==> src/wdt_defs.svh <==
// Constants for the watchdog timer unit: register offsets, fields, codes.
// Assumes inclusion by bare name from any file of the unit.
`ifndef WDT_DEFS_SVH
`define WDT_DEFS_SVH
`define WDT_OFF_MODE      12'h000
`define WDT_OFF_KEY       12'h004
`define WDT_OFF_STATUS    12'h008
`define WDT_OFF_MASK      12'h00C
`define WDT_BIT_EN        7
`define WDT_BIT_PLO       4
`define WDT_BIT_PHI       6
`define WDT_BIT_IDLE      2
`define WDT_BIT_ACT       1
`define WDT_MODE_RST      8'h82
`define WDT_MODE_WMASK    8'hF6
`define WDT_CODE_DIS      8'hB1
`define WDT_CODE_CLR      8'h4E
`define WDT_PER_BASE      5'd15
`define WDT_PER_MAX       3'b101
`define WDT_RST_STATES    6'd32
`define WDT_RESP_OKAY     2'b00
`define WDT_RESP_SLVERR   2'b10
`endif

==> src/wdt_pkg.sv <==
// Types shared by the watchdog timer unit.
// Assumes wdt_defs.svh constants alongside.
`default_nettype none
package wdt_pkg;
   typedef struct packed {
      logic       en;
      logic [2:0] period;
      logic       idle_run;
      logic       act_reset;
   } wdt_cfg_s;
   typedef enum logic [1:0] {
      WDT_RUN   = 2'b00,
      WDT_FIRED = 2'b01,
      WDT_RESET = 2'b10
   } wdt_state_e;
endpackage : wdt_pkg
`default_nettype wire

==> src/wdt_counter.sv <==
// Watchdog binary up-counter with period-select overflow detect.
// Assumes single clock; advance and clear come from same-domain logic.
`default_nettype none
`include "wdt_defs.svh"
module wdt_counter #(
   parameter int CW = 26
) (
   // Clock and reset
   input  wire logic       aclk,
   input  wire logic       aresetn,
   input  wire logic       ce,
   // Control
   input  wire logic       advance,
   input  wire logic       clear,
   input  wire logic [2:0] period,
   // Result
   output logic            overflow,
   output logic [CW-1:0]   count
);
   // Period select to cycle count exponent
   function automatic logic [4:0] wdt_exp(input logic [2:0] p);
      wdt_exp = `WDT_PER_BASE + {1'b0, p, 1'b0};
   endfunction : wdt_exp

   logic [CW-1:0] limit;
   assign limit = CW'(1) << wdt_exp(period);

   // Count; clear wins over advance
   always_ff @(posedge aclk) begin
      if (!aresetn) begin
         count <= '0;
      end else if (ce) begin
         if (clear) begin
            count <= '0;
         end else if (advance && !overflow) begin
            count <= count + CW'(1);
         end
      end
   end

   // Overflow when selected period is reached
   assign overflow = (count >= limit) && (period <= `WDT_PER_MAX);
endmodule : wdt_counter
`default_nettype wire

==> src/wdt_rst_stretch.sv <==
// Holds the internal reset request for a fixed number of states.
// Assumes a one-cycle trigger from same-domain logic.
`default_nettype none
`include "wdt_defs.svh"
module wdt_rst_stretch (
   // Clock and reset
   input  wire logic aclk,
   input  wire logic aresetn,
   input  wire logic ce,
   // Trigger and output
   input  wire logic trigger,
   output logic      rst_req
);
   logic [5:0] left_r;
   // Load on trigger, count down
   always_ff @(posedge aclk) begin
      if (!aresetn) begin
         left_r <= '0;
      end else if (ce) begin
         if (trigger) begin
            left_r <= `WDT_RST_STATES;
         end else if (left_r != '0) begin
            left_r <= left_r - 6'd1;
         end
      end
   end
   assign rst_req = (left_r != '0);
endmodule : wdt_rst_stretch
`default_nettype wire

==> src/wdt_top.sv <==
// Watchdog timer unit with AXI4-Lite register slave.
// Assumes one 100 MHz clock, synchronous active-low reset; debug and idle
// indications arrive from pins and are synchronised here.
`default_nettype none
`include "wdt_defs.svh"
// Overview of operation
// - Counter advances each clock while enabled
// - Six power-of-two detection periods selectable
// - Encodings 000..101 valid, 110/111 reserved
// - Overflow with action 0 raises NMI
// - Action 1 asserts internal reset 32 states
// - Action select resets to one
// - Fault output low with interrupt, clear releases
// - Counting starts right after reset release
// - Clear code zeroes counter, counting resumes
// - Disable code works only if enable 0
// - Enable bit resets one, write enables
// - Key register 8-bit write-only, reads zero
// - Idle stops counter unless idle run set
// - Debug mode freezes counter
module wdt_top (
   // Clock, reset, enable
   input  wire logic        aclk,
   input  wire logic        aresetn,
   input  wire logic        ce,
   // AXI4-Lite write address
   input  wire logic [11:0] s_axi_awaddr,
   input  wire logic        s_axi_awvalid,
   output logic             s_axi_awready,
   // AXI4-Lite write data
   input  wire logic [31:0] s_axi_wdata,
   input  wire logic [3:0]  s_axi_wstrb,
   input  wire logic        s_axi_wvalid,
   output logic             s_axi_wready,
   // AXI4-Lite write response
   output logic [1:0]       s_axi_bresp,
   output logic             s_axi_bvalid,
   input  wire logic        s_axi_bready,
   // AXI4-Lite read address
   input  wire logic [11:0] s_axi_araddr,
   input  wire logic        s_axi_arvalid,
   output logic             s_axi_arready,
   // AXI4-Lite read data
   output logic [31:0]      s_axi_rdata,
   output logic [1:0]       s_axi_rresp,
   output logic             s_axi_rvalid,
   input  wire logic        s_axi_rready,
   // Chip status pins
   input  wire logic        debug_mode,
   input  wire logic        idle_mode,
   // Watchdog outputs
   output logic             overflow_interrupt,
   output logic             wdt_reset_req,
   output logic             fault_out_n,
   output logic             irq
);
   wdt_pkg::wdt_cfg_s   cfg_r;
   wdt_pkg::wdt_state_e state_r;
   logic [1:0]  dbg_sync_r, idle_sync_r;
   logic [11:0] awaddr_r;
   logic [31:0] wdata_r;
   logic [3:0]  wstrb_r;
   logic        aw_have_r, w_have_r;
   logic        wr_go, wr_hit_mode, wr_hit_key, wr_hit_mask;
   logic [7:0]  key_byte;
   logic        key_clear, key_disable;
   logic        advance, overflow, fire, rst_trig;
   logic [25:0] count;
   logic [1:0]  status_r, mask_r;
   logic        rd_status;

   // Two-flop synchronisers for chip status pins
   always_ff @(posedge aclk) begin
      if (!aresetn) begin
         dbg_sync_r  <= '0;
         idle_sync_r <= '0;
      end else if (ce) begin
         dbg_sync_r  <= {dbg_sync_r[0], debug_mode};
         idle_sync_r <= {idle_sync_r[0], idle_mode};
      end
   end

   // Write channel capture; address and data in either order
   assign s_axi_awready = !aw_have_r && !s_axi_bvalid;
   assign s_axi_wready  = !w_have_r && !s_axi_bvalid;
   always_ff @(posedge aclk) begin
      if (!aresetn) begin
         aw_have_r <= 1'b0;
         w_have_r  <= 1'b0;
         awaddr_r  <= '0;
         wdata_r   <= '0;
         wstrb_r   <= '0;
      end else if (ce) begin
         if (s_axi_awvalid && s_axi_awready) begin
            aw_have_r <= 1'b1;
            awaddr_r  <= s_axi_awaddr;
         end else if (wr_go) begin
            aw_have_r <= 1'b0;
         end
         if (s_axi_wvalid && s_axi_wready) begin
            w_have_r <= 1'b1;
            wdata_r  <= s_axi_wdata;
            wstrb_r  <= s_axi_wstrb;
         end else if (wr_go) begin
            w_have_r <= 1'b0;
         end
      end
   end

   // Write decode
   assign wr_go       = aw_have_r && w_have_r;
   assign wr_hit_mode = wr_go && awaddr_r[11:2] == `WDT_OFF_MODE >> 2 && wstrb_r[0];
   assign wr_hit_key  = wr_go && awaddr_r[11:2] == `WDT_OFF_KEY >> 2 && wstrb_r[0];
   assign wr_hit_mask = wr_go && awaddr_r[11:2] == `WDT_OFF_MASK >> 2 && wstrb_r[0];
   assign key_byte    = wdata_r[7:0];
   assign key_clear   = wr_hit_key && key_byte == `WDT_CODE_CLR;
   assign key_disable = wr_hit_key && key_byte == `WDT_CODE_DIS && !cfg_r.en;

   // Write response; unmapped address gets SLVERR
   always_ff @(posedge aclk) begin
      if (!aresetn) begin
         s_axi_bvalid <= 1'b0;
         s_axi_bresp  <= `WDT_RESP_OKAY;
      end else if (ce) begin
         if (wr_go) begin
            s_axi_bvalid <= 1'b1;
            s_axi_bresp  <= (awaddr_r[11:2] <= `WDT_OFF_MASK >> 2) ?
                            `WDT_RESP_OKAY : `WDT_RESP_SLVERR;
         end else if (s_axi_bready) begin
            s_axi_bvalid <= 1'b0;
         end
      end
   end

   // Mode register; enable and action reset to one
   localparam logic [7:0] MODE_RST = `WDT_MODE_RST;
   always_ff @(posedge aclk) begin
      if (!aresetn) begin
         cfg_r <= wdt_pkg::wdt_cfg_s'({MODE_RST[`WDT_BIT_EN],
                  MODE_RST[`WDT_BIT_PHI:`WDT_BIT_PLO],
                  MODE_RST[`WDT_BIT_IDLE], MODE_RST[`WDT_BIT_ACT]});
      end else if (ce && wr_hit_mode) begin
         cfg_r.en        <= wdata_r[`WDT_BIT_EN];
         cfg_r.period    <= wdata_r[`WDT_BIT_PHI:`WDT_BIT_PLO];
         cfg_r.idle_run  <= wdata_r[`WDT_BIT_IDLE];
         cfg_r.act_reset <= wdata_r[`WDT_BIT_ACT];
      end
   end

   // Running state: disabled only by key after enable cleared
   logic running_r;
   always_ff @(posedge aclk) begin
      if (!aresetn) begin
         running_r <= 1'b1;
      end else if (ce) begin
         if (key_disable) begin
            running_r <= 1'b0;
         end else if (wr_hit_mode && wdata_r[`WDT_BIT_EN]) begin
            running_r <= 1'b1;
         end
      end
   end

   // Counter advance gating
   assign advance = running_r && !dbg_sync_r[1] &&
                    !(idle_sync_r[1] && !cfg_r.idle_run);

   wdt_counter #(
      .CW (26)
   ) u_counter (
      .aclk     (aclk),
      .aresetn  (aresetn),
      .ce       (ce),
      .advance  (advance),
      .clear    (key_clear || key_disable || !running_r),
      .period   (cfg_r.period),
      .overflow (overflow),
      .count    (count)
   );

   // Detection state machine
   assign fire     = overflow && running_r && state_r == wdt_pkg::WDT_RUN;
   assign rst_trig = fire && cfg_r.act_reset;
   always_ff @(posedge aclk) begin
      if (!aresetn) begin
         state_r <= wdt_pkg::WDT_RUN;
      end else if (ce) begin
         case (state_r)
            wdt_pkg::WDT_RUN: begin
               if (fire) begin
                  state_r <= cfg_r.act_reset ? wdt_pkg::WDT_RESET : wdt_pkg::WDT_FIRED;
               end
            end
            wdt_pkg::WDT_FIRED: begin
               if (key_clear || key_disable) begin
                  state_r <= wdt_pkg::WDT_RUN;
               end
            end
            wdt_pkg::WDT_RESET: begin
               if (key_clear || key_disable) begin
                  state_r <= wdt_pkg::WDT_RUN;
               end
            end
            default: begin
               state_r <= wdt_pkg::WDT_RUN;
            end
         endcase
      end
   end

   // Interrupt and fault pin
   assign overflow_interrupt = state_r == wdt_pkg::WDT_FIRED;
   assign fault_out_n        = !(state_r != wdt_pkg::WDT_RUN);

   wdt_rst_stretch u_rst (
      .aclk    (aclk),
      .aresetn (aresetn),
      .ce      (ce),
      .trigger (rst_trig),
      .rst_req (wdt_reset_req)
   );

   // Sticky status: bit0 interrupt, bit1 reset; set beats read clear
   assign rd_status = s_axi_arvalid && s_axi_arready &&
                      s_axi_araddr[11:2] == `WDT_OFF_STATUS >> 2;
   always_ff @(posedge aclk) begin
      if (!aresetn) begin
         status_r <= '0;
         mask_r   <= '0;
      end else if (ce) begin
         status_r <= (rd_status ? 2'b00 : status_r) |
                     {rst_trig, fire && !cfg_r.act_reset};
         if (wr_hit_mask) begin
            mask_r <= wdata_r[1:0];
         end
      end
   end
   assign irq = |(status_r & mask_r);

   // Read channel
   assign s_axi_arready = !s_axi_rvalid;
   always_ff @(posedge aclk) begin
      if (!aresetn) begin
         s_axi_rvalid <= 1'b0;
         s_axi_rdata  <= '0;
         s_axi_rresp  <= `WDT_RESP_OKAY;
      end else if (ce) begin
         if (s_axi_arvalid && s_axi_arready) begin
            s_axi_rvalid <= 1'b1;
            s_axi_rresp  <= `WDT_RESP_OKAY;
            case (s_axi_araddr[11:2])
               `WDT_OFF_MODE >> 2: begin
                  s_axi_rdata <= {24'h0000_00, cfg_r.en, cfg_r.period, 1'b0,
                                  cfg_r.idle_run, cfg_r.act_reset, 1'b0};
               end
               `WDT_OFF_KEY >> 2: begin
                  s_axi_rdata <= 32'h0000_0000;
               end
               `WDT_OFF_STATUS >> 2: begin
                  s_axi_rdata <= {30'h0000_0000, status_r};
               end
               `WDT_OFF_MASK >> 2: begin
                  s_axi_rdata <= {30'h0000_0000, mask_r};
               end
               default: begin
                  s_axi_rdata <= 32'h0000_0000;
                  s_axi_rresp <= `WDT_RESP_SLVERR;
               end
            endcase
         end else if (s_axi_rready) begin
            s_axi_rvalid <= 1'b0;
         end
      end
   end

   // Checks
   int unsigned hold_cnt;
   always_ff @(posedge aclk) begin
      if (!aresetn) begin
         hold_cnt <= 0;
      end else if (ce) begin
         hold_cnt <= wdt_reset_req ? hold_cnt + 1 : 0;
      end
   end
   rst_len_a: assert property (@(posedge aclk) disable iff (!aresetn)
      hold_cnt <= 32) else $error("reset held too long");
   nmi_sel_a: assert property (@(posedge aclk) disable iff (!aresetn)
      ce && fire && !cfg_r.act_reset |=> overflow_interrupt) else $error("no nmi");
   rst_sel_a: assert property (@(posedge aclk) disable iff (!aresetn)
      ce && rst_trig |=> wdt_reset_req [*8]) else $error("no reset");
   fault_a: assert property (@(posedge aclk) disable iff (!aresetn)
      overflow_interrupt |-> !fault_out_n) else $error("fault not low");
   clr_a: assert property (@(posedge aclk) disable iff (!aresetn)
      ce && key_clear |=> count == 0) else $error("clear failed");
   dis_a: assert property (@(posedge aclk) disable iff (!aresetn)
      ce && wr_hit_key && cfg_r.en && running_r |=> running_r)
      else $error("disabled while enabled");
   dbg_a: assert property (@(posedge aclk) disable iff (!aresetn)
      ce && dbg_sync_r[1] && !key_clear && !key_disable && running_r |=> $stable(count))
      else $error("count moved in debug");
   off_a: assert property (@(posedge aclk) disable iff (!aresetn)
      !running_r |-> !overflow_interrupt && count == 0 && fault_out_n)
      else $error("event while disabled");
endmodule : wdt_top
`default_nettype wire

==> config.mk <==
export PLATFORM = sky130hd
export DESIGN_NAME = wdt_top
export DESIGN_NICKNAME = d
export VERILOG_FILES = /design/src/wdt_pkg.sv /design/src/wdt_counter.sv /design/src/wdt_rst_stretch.sv /design/src/wdt_top.sv
export VERILOG_INCLUDE_DIRS = /design/src
export SDC_FILE = /design/constraint.sdc
export NUM_CORES = 1
export LEC_CHECK = 0
export BUFFER_PORTS_ARGS = -buffer_cell sky130_fd_sc_hd__buf_2
export CORE_MARGIN = 5
export CORE_UTILIZATION = 28
export DETAILED_ROUTE_END_ITERATION = 10
export GPL_ROUTABILITY_DRIVEN = 0
export PLACE_DENSITY = 0.45
export RECOVER_POWER = 50
export SLEW_MARGIN = 30
export SYNTH_ARGS = -nofsm -noshare
export SYNTH_HDL_FRONTEND = slang
export SYNTH_SLANG_ARGS = --single-unit
==> constraint.sdc <==
create_clock -name aclk -period 4.2 [get_ports aclk]
set_input_delay 0.42 -clock aclk [delete_from_list [all_inputs] [get_ports aclk]]
set_output_delay 0.42 -clock aclk [all_outputs]
set_load 0.01 [all_outputs]
* Yosys cells after proc, flatten, opt, wreduce, memory -nomap -nowiden
Cells that the tools add are included.
** Storage, ports and cells
- Word-level logic and storage cells :: 132
- Input port bits :: 70
- Register bits after elaboration :: 110
- Output and inout port bits :: 45
** Operators by class
- $add $sub $neg :: 3
- Equality and inequality tests :: 11
- Multiplexer cells :: 21
- Shift-type cells :: 1
- Reduce and logical (&&, ||, !) cells :: 69
- Order comparisons :: 3
- Bitwise logic cells :: 2
** Operator list (count)
- 26-bit 2-to-1 mux :: 2
- 10-bit by 2-bit equality test with 1-bit output, second input constant :: 3
- 1-bit logical AND :: 27
- 26-bit by 1-bit adder with 26-bit output, second input constant :: 1
- 26-bit >= comparator :: 1
- 1-bit by 5-bit left shift with 26-bit output, first input constant :: 1
- 8-bit one-hot mux with 3 select lines :: 1
- 2-bit AND reduction :: 12
- 10-bit by 1-bit equality test with 1-bit output, second input constant :: 2
- 10-bit logical NOT :: 2
- 2-bit nonzero test :: 8
- 1-bit logical NOT :: 12
- 2-bit 2-to-1 mux :: 6
- 6-bit 2-to-1 mux :: 2
- 10-bit by 2-bit <= comparator with 1-bit output, second input constant :: 1
- 1-bit 2-to-1 mux :: 9
- 8-bit by 7-bit equality test with 1-bit output, second input constant :: 1
- 8-bit equality test, second input constant :: 1
- 6-bit nonzero test :: 1
- 6-bit by 1-bit subtractor with 6-bit output, second input constant :: 1
- 4-bit by 4-bit adder with 5-bit output, first input constant :: 1
- 2-bit one-hot mux with 2 select lines :: 1
- 2-bit OR reduction :: 2
- 4-bit OR reduction :: 1
- 10 further kinds :: 11

* Logic depth before layout (Yosys ltp)
- Depth in word-level cells :: 9
- Mapped depth :: 13
- Gate-level depth less buffers :: 10

* Modules after synthesis
From an unflattened synthesis, not the netlist that was laid out.
** Second synthesis, totals
- Cell total of the unflattened synthesis :: 559
- Area total of the unflattened synthesis :: 4644.5 sq um
** By module, submodules not included
- wdt_top :: area an instance 2250.9 sq um, sequential area each 980.9 sq um, times used 1, cells each 264
- wdt_counter :: area an instance 1958.1 sq um, sequential area each 520.5 sq um, times used 1, cells each 251
- wdt_rst_stretch :: area an instance 435.4 sq um, sequential area each 120.1 sq um, times used 1, cells each 44

* Least setup slack after synthesis
OpenSTA, ideal clock, no wires.
- Path kind :: flip-flop to flip-flop
- From :: reg, netlist name cfg_r[3]
- To :: reg status_r[0]
- Setup time :: 70 ps
- Arrival :: 3096 ps
- Path buffers :: 1
- Stages on the path, launching flop included :: 11
- Data required time :: 4130 ps
- Period minus slack after synthesis :: 3166 ps
- Path slack :: 1034 ps
- Path through :: dfxtp_1 > clkbuf_1 > or3b_2 > ha_1 > and4bb_1 > nand4_1 > a2111oi_2 > o31ai_2 > or2_1 > or4b_1 > a21oi_1
** On the way
- Cells in the longest elaborated chain, start to end :: 8
- Elaborated cells between the ends (all ways) :: 9
- Those cells by class :: 1 x add/sub; 2 x order compare; 1 x shift; 1 x bitwise; 4 x reduce/logical
** RTL lines
- 4-bit by 4-bit adder with 5-bit output (no line)
- 1-bit by 5-bit left shift with 26-bit output :: line wdt_counter.sv:26 : assign limit = CW'(1) << wdt_exp(period);
- 26-bit >= comparator :: line wdt_counter.sv:42 : assign overflow = (count >= limit) && (period <= `WDT_PER_MAX);
- 1-bit logical AND * :: line wdt_counter.sv:42
- 1-bit logical AND * (2 in series) :: line wdt_top.sv:182 : assign fire = overflow && running_r && state_r == wdt_pkg::WDT_RUN;
- 1-bit logical AND * :: line wdt_top.sv:232 : {rst_trig, fire && !cfg_r.act_reset};
- 2-bit bitwise OR * :: line wdt_top.sv:231 : status_r <= (rd_status ? 2'b00 : status_r) |
- end signal, assigned :: line wdt_top.sv:231
- end, declared :: line wdt_top.sv:69 : logic [1:0] status_r, mask_r;
Every way passes the cells marked *; elsewhere a longest branch is shown, timed or not.
A chain may end at the register's enable or synchronous reset.

* Final worst setup path
- From :: reg, netlist name cfg_r[2]
- To :: reg u_counter.count[21]
** On the way
- Cells in the longest elaborated chain, start to end :: 8
- Elaborated cells between the ends (all ways) :: 9
- Those cells by class :: 1 x add/sub; 2 x order compare; 1 x shift; 5 x reduce/logical
** RTL lines
- 4-bit by 4-bit adder with 5-bit output (no line)
- 1-bit by 5-bit left shift with 26-bit output :: line wdt_counter.sv:26
- 26-bit >= comparator :: line wdt_counter.sv:42
- 1-bit logical AND * :: line wdt_counter.sv:42
- 1-bit logical NOT * :: line wdt_counter.sv:35 : end else if (advance && !overflow) begin
- 1-bit logical AND * :: line wdt_counter.sv:35
- 2-bit nonzero test (no line) *
- 2-bit AND reduction (no line) *
- end signal, assigned :: line wdt_counter.sv:36 : count <= count + CW'(1);
- end, declared :: line wdt_counter.sv:18 : output logic [CW-1:0] count
Marked as above.

==> results.sh <==
export IMPL_status="finished, final reports clean"
export IMPL_dieWidth_um=133
export IMPL_clk_latency_ns=0.34
export IMPL_p_per_area_nw_per_um2=380
export IMPL_nNetsFinal=665
export IMPL_start_util_pct=28.2
export IMPL_worstPathRequired_ns=4.45
export IMPL_grt_pass1_wl_um=18100
export IMPL_fmax_mhz=288
export IMPL_avgSynthCellArea_um2=8.26
export IMPL_cts_buffers=9
export IMPL_fin_crit_ns=3.47
export IMPL_cpMostUsedCell="a21oi_1"
export IMPL_worstMarginPinSlew_ns=1.34
export IMPL_final_hold_violation_count=0
export IMPL_drt_antenna_violating_nets=0
export IMPL_h_tree_depth=3
export IMPL_wire_per_inst_um=14.3
export IMPL_grt_pass1_vias=3696
export IMPL_worstSetupStartpointType="register"
export IMPL_setup_viol=0
export IMPL_cts_sinks=81
export IMPL_cp_max_fo=14
export IMPL_syn_inst=516
export IMPL_endpoint_kind="register"
export IMPL_hold_path_class="in2reg"
export IMPL_critPathBufInv=1
export IMPL_synth_edf_count=0
export IMPL_antennaDiodeCount=0
export IMPL_drc=0
export IMPL_fin_worst_skew_ns=0.00716
export IMPL_firstDrtPassIters=4
export IMPL_cts_tree="yes"
export IMPL_ctsHoldBuffers=0
export IMPL_ctsResizeCount=0
export IMPL_grt_max_degree=29
export IMPL_synth_area_top_cells="dfxtp_1, nand2_1, a21oi_1"
export IMPL_cts_root_buf="clkbuf_16"
export IMPL_cp_top_family="simple AND/OR/NAND/NOR gates"
export IMPL_period_share_pct=82.7
export IMPL_synthArstFlopShare_pct=0
export IMPL_clockBufferDepth=2
export IMPL_cp_slowest_stage_delay_ns=0.53
export IMPL_crit_chain="or3b_2, ha_1, and4bb_1, o211ai_1, a21oi_1, nor4b_4, nor2_2, buf_4, or4_1, a21oi_1"
export IMPL_finalWirelength_um=11000
export IMPL_grt_remaining_overflow=0
export IMPL_dp_hpwl_um=8320
export IMPL_antenna_found_initial=0
export IMPL_ios=115
export IMPL_drt_iter0_drc=262
export IMPL_synth_main_ff_cell="dfxtp_1"
export IMPL_ys_types=68
export IMPL_critPathArrivalTime_ns=3.73
export IMPL_finish_utilization_pct=32.8
export IMPL_synth_area_um2=4260
export IMPL_areaGrowthSynthToFinish_pct=16.1
export IMPL_grt_setup_unrepaired="no"
export IMPL_drv_cap=0
export IMPL_layout_drive_gt1_share_pct=12.7
export IMPL_report_final_slew_viol_count=0
export IMPL_die_area_um2=17800
export IMPL_drt_vias_per_instance=4.94
export IMPL_synth_top_area_share_pct=38.1
export IMPL_slew_headroom_pct=10.7
export IMPL_leakagePower_nw=1.91
export IMPL_critPathSlowestCell="nor4b_4"
export IMPL_rows=45
export IMPL_port_buffers=56
export IMPL_worstSetupPathType="reg2reg"
export IMPL_core_area_um2=15100
export IMPL_vias=3807
export IMPL_pre_cts_ws_ns=0.760
export IMPL_cts_setup_buffers=0
export IMPL_synth_seq_cells=81
export IMPL_grt_usage_pct=12.6
export IMPL_die_height_um=133
export IMPL_final_setup_worst_slack_ns=0.727
export IMPL_tns_ns=0
export IMPL_yosysWarningCount=0
export IMPL_vdd_drop_max_mv=0.156
export IMPL_r2r_slack_ns=0.73
export IMPL_clkSlewWorstSetupHoldPaths_ns=0.07
export IMPL_yosysTopAreaCell="dfxtp_1"
export IMPL_ys_seq_area_share_pct=38.1
## layout by cell type (no fill, tap or decap), types with 3 or more instances in the layout
cell,instances
nor2_1,46
or4_1,12
dfxtp_1,81
mux2i_1,12
nor3b_1,3
nand2_1,71
or3_1,11
buf_2,38
a21oi_1,46
nand4_1,10
a211o_1,3
xor2_1,6
nand3b_1,5
inv_1,18
nor4_1,7
clkbuf_1,19
nor3_1,4
o211ai_1,5
o2111ai_1,3
a21o_1,3
conb_1,34
clkbuf_16,9
and3_1,4
a31oi_1,4
o31ai_1,6
a22oi_1,6
buf_4,6
o21ai_1,6
o21ai_0,13
nand3_1,20
o21a_1,3
ha_1,17
## routing by layer
metal / global-route usage (%) / routed length, um / up-vias
li1: - / - / 1932
met1: 15.5 / 5020 / 1783
met2: 21.0 / 5310 / 74
met3: 3.40 / 474 / 18
met4: 4.97 / 215 / 0
met5: 0 / 0 / -
## worst min-delay path, delay by kind of cell
family | cells | cell delay [ns]
simple gates | 1 | 0.05
compound gates | 1 | 0.05
buf+inv | 1 | 0.09
## worst paths after layout
| check | start | end | depth (start not counted) |
|---|---|---|---|
| worst max-delay path | cfg_r[2] | u_counter.count[21] | 10 |
| worst min-delay path | s_axi_awaddr[4] | awaddr_r[4] | 3 |
| worst max register to register | cfg_r[2] | u_counter.count[21] | 10 |
| worst min register to register | awaddr_r[4] | awaddr_r[4] | 2 |
## through the flow
step	power [mW]	hold slack, ns	std cells	area [um^2]
after global placement	1.14	0.442	755	4680
after floorplan	1.07	0.431	548	4380
after global routing	1.98	0.301	771	4940
after CTS	1.91	0.301	771	4970
after detailed placement	1.14	0.443	755	4680
final	1.88	0.311	771	4940
## Yosys cell counts (all sizes together), types with 4 or more instances
cell / number
dfxtp: 81
nand2: 71
nor2: 47
a21oi: 46
buf: 31
nand3: 20
o21ai: 20
inv: 19
ha: 17
clkbuf: 13
mux2i: 12
or4: 12
or3: 11
nand4: 10
nor4: 8
o31ai: 7
a22oi: 6
xor2: 6
nand3b: 5
nor3: 5
o211ai: 5
a2111oi: 4
a31oi: 4
and3: 4
or2: 4
## cell families (layout without fill, tap and decap cells)
| logic type | count (synthesis) | count (layout) | share of synthesized area (%) |
|---|---|---|---|
| buffers and inverters | 63 | 98 | 7.99 |
| AND/OR/NAND/NOR | 215 | 215 | 25.8 |
| AO/OA/AOI/OAI | 118 | 118 | 18.4 |
| adder cells (fa/ha/maj) | 17 | 17 | 4.99 |
| XOR/XNOR | 7 | 7 | 1.44 |
| other | 2 | 34 | 0.176 |
| multiplexers | 13 | 13 | 3.08 |
| flip-flops | 81 | 81 | 38.1 |
## where the power goes
| group | internal [mW] | total [mW] | leakage (nW) | switching, mW |
|---|---|---|---|---|
| Combinational | 0.114 | 0.285 | 1.12 | 0.171 |
| Sequential | 0.805 | 0.839 | 0.657 | 0.0335 |
| Clock | 0.411 | 0.755 | 0.135 | 0.345 |
| Total | 1.33 | 1.88 | 1.91 | 0.550 |
## state kept, by name, indices dropped and copies added (netlist names)
name	flops
s_axi_bvalid	1
u_rst.left_r	6
s_axi_rvalid	1
state_r	2
s_axi_rresp	1
u_counter.count	26
aw_have_r	1
wstrb_r	1
wdata_r	8
idle_sync_r	2
awaddr_r	10
status_r	2
w_have_r	1
mask_r	2
running_r	1
cfg_r	6
s_axi_bresp	1
dbg_sync_r	2
s_axi_rdata	7
## final cells by class
type                            instances  area [um^2]
Clock buffer                            9          225
Clock inverter                          7         61.3
Fill cell                            1645        10100
Inverter                               19         71.3
Multi-Input combinational cell        404         2420
Sequential cell                        81         1620
Tap cell                              188          235
Timing Repair Buffer                   63          307
Power figures use the tool's default switching activity.
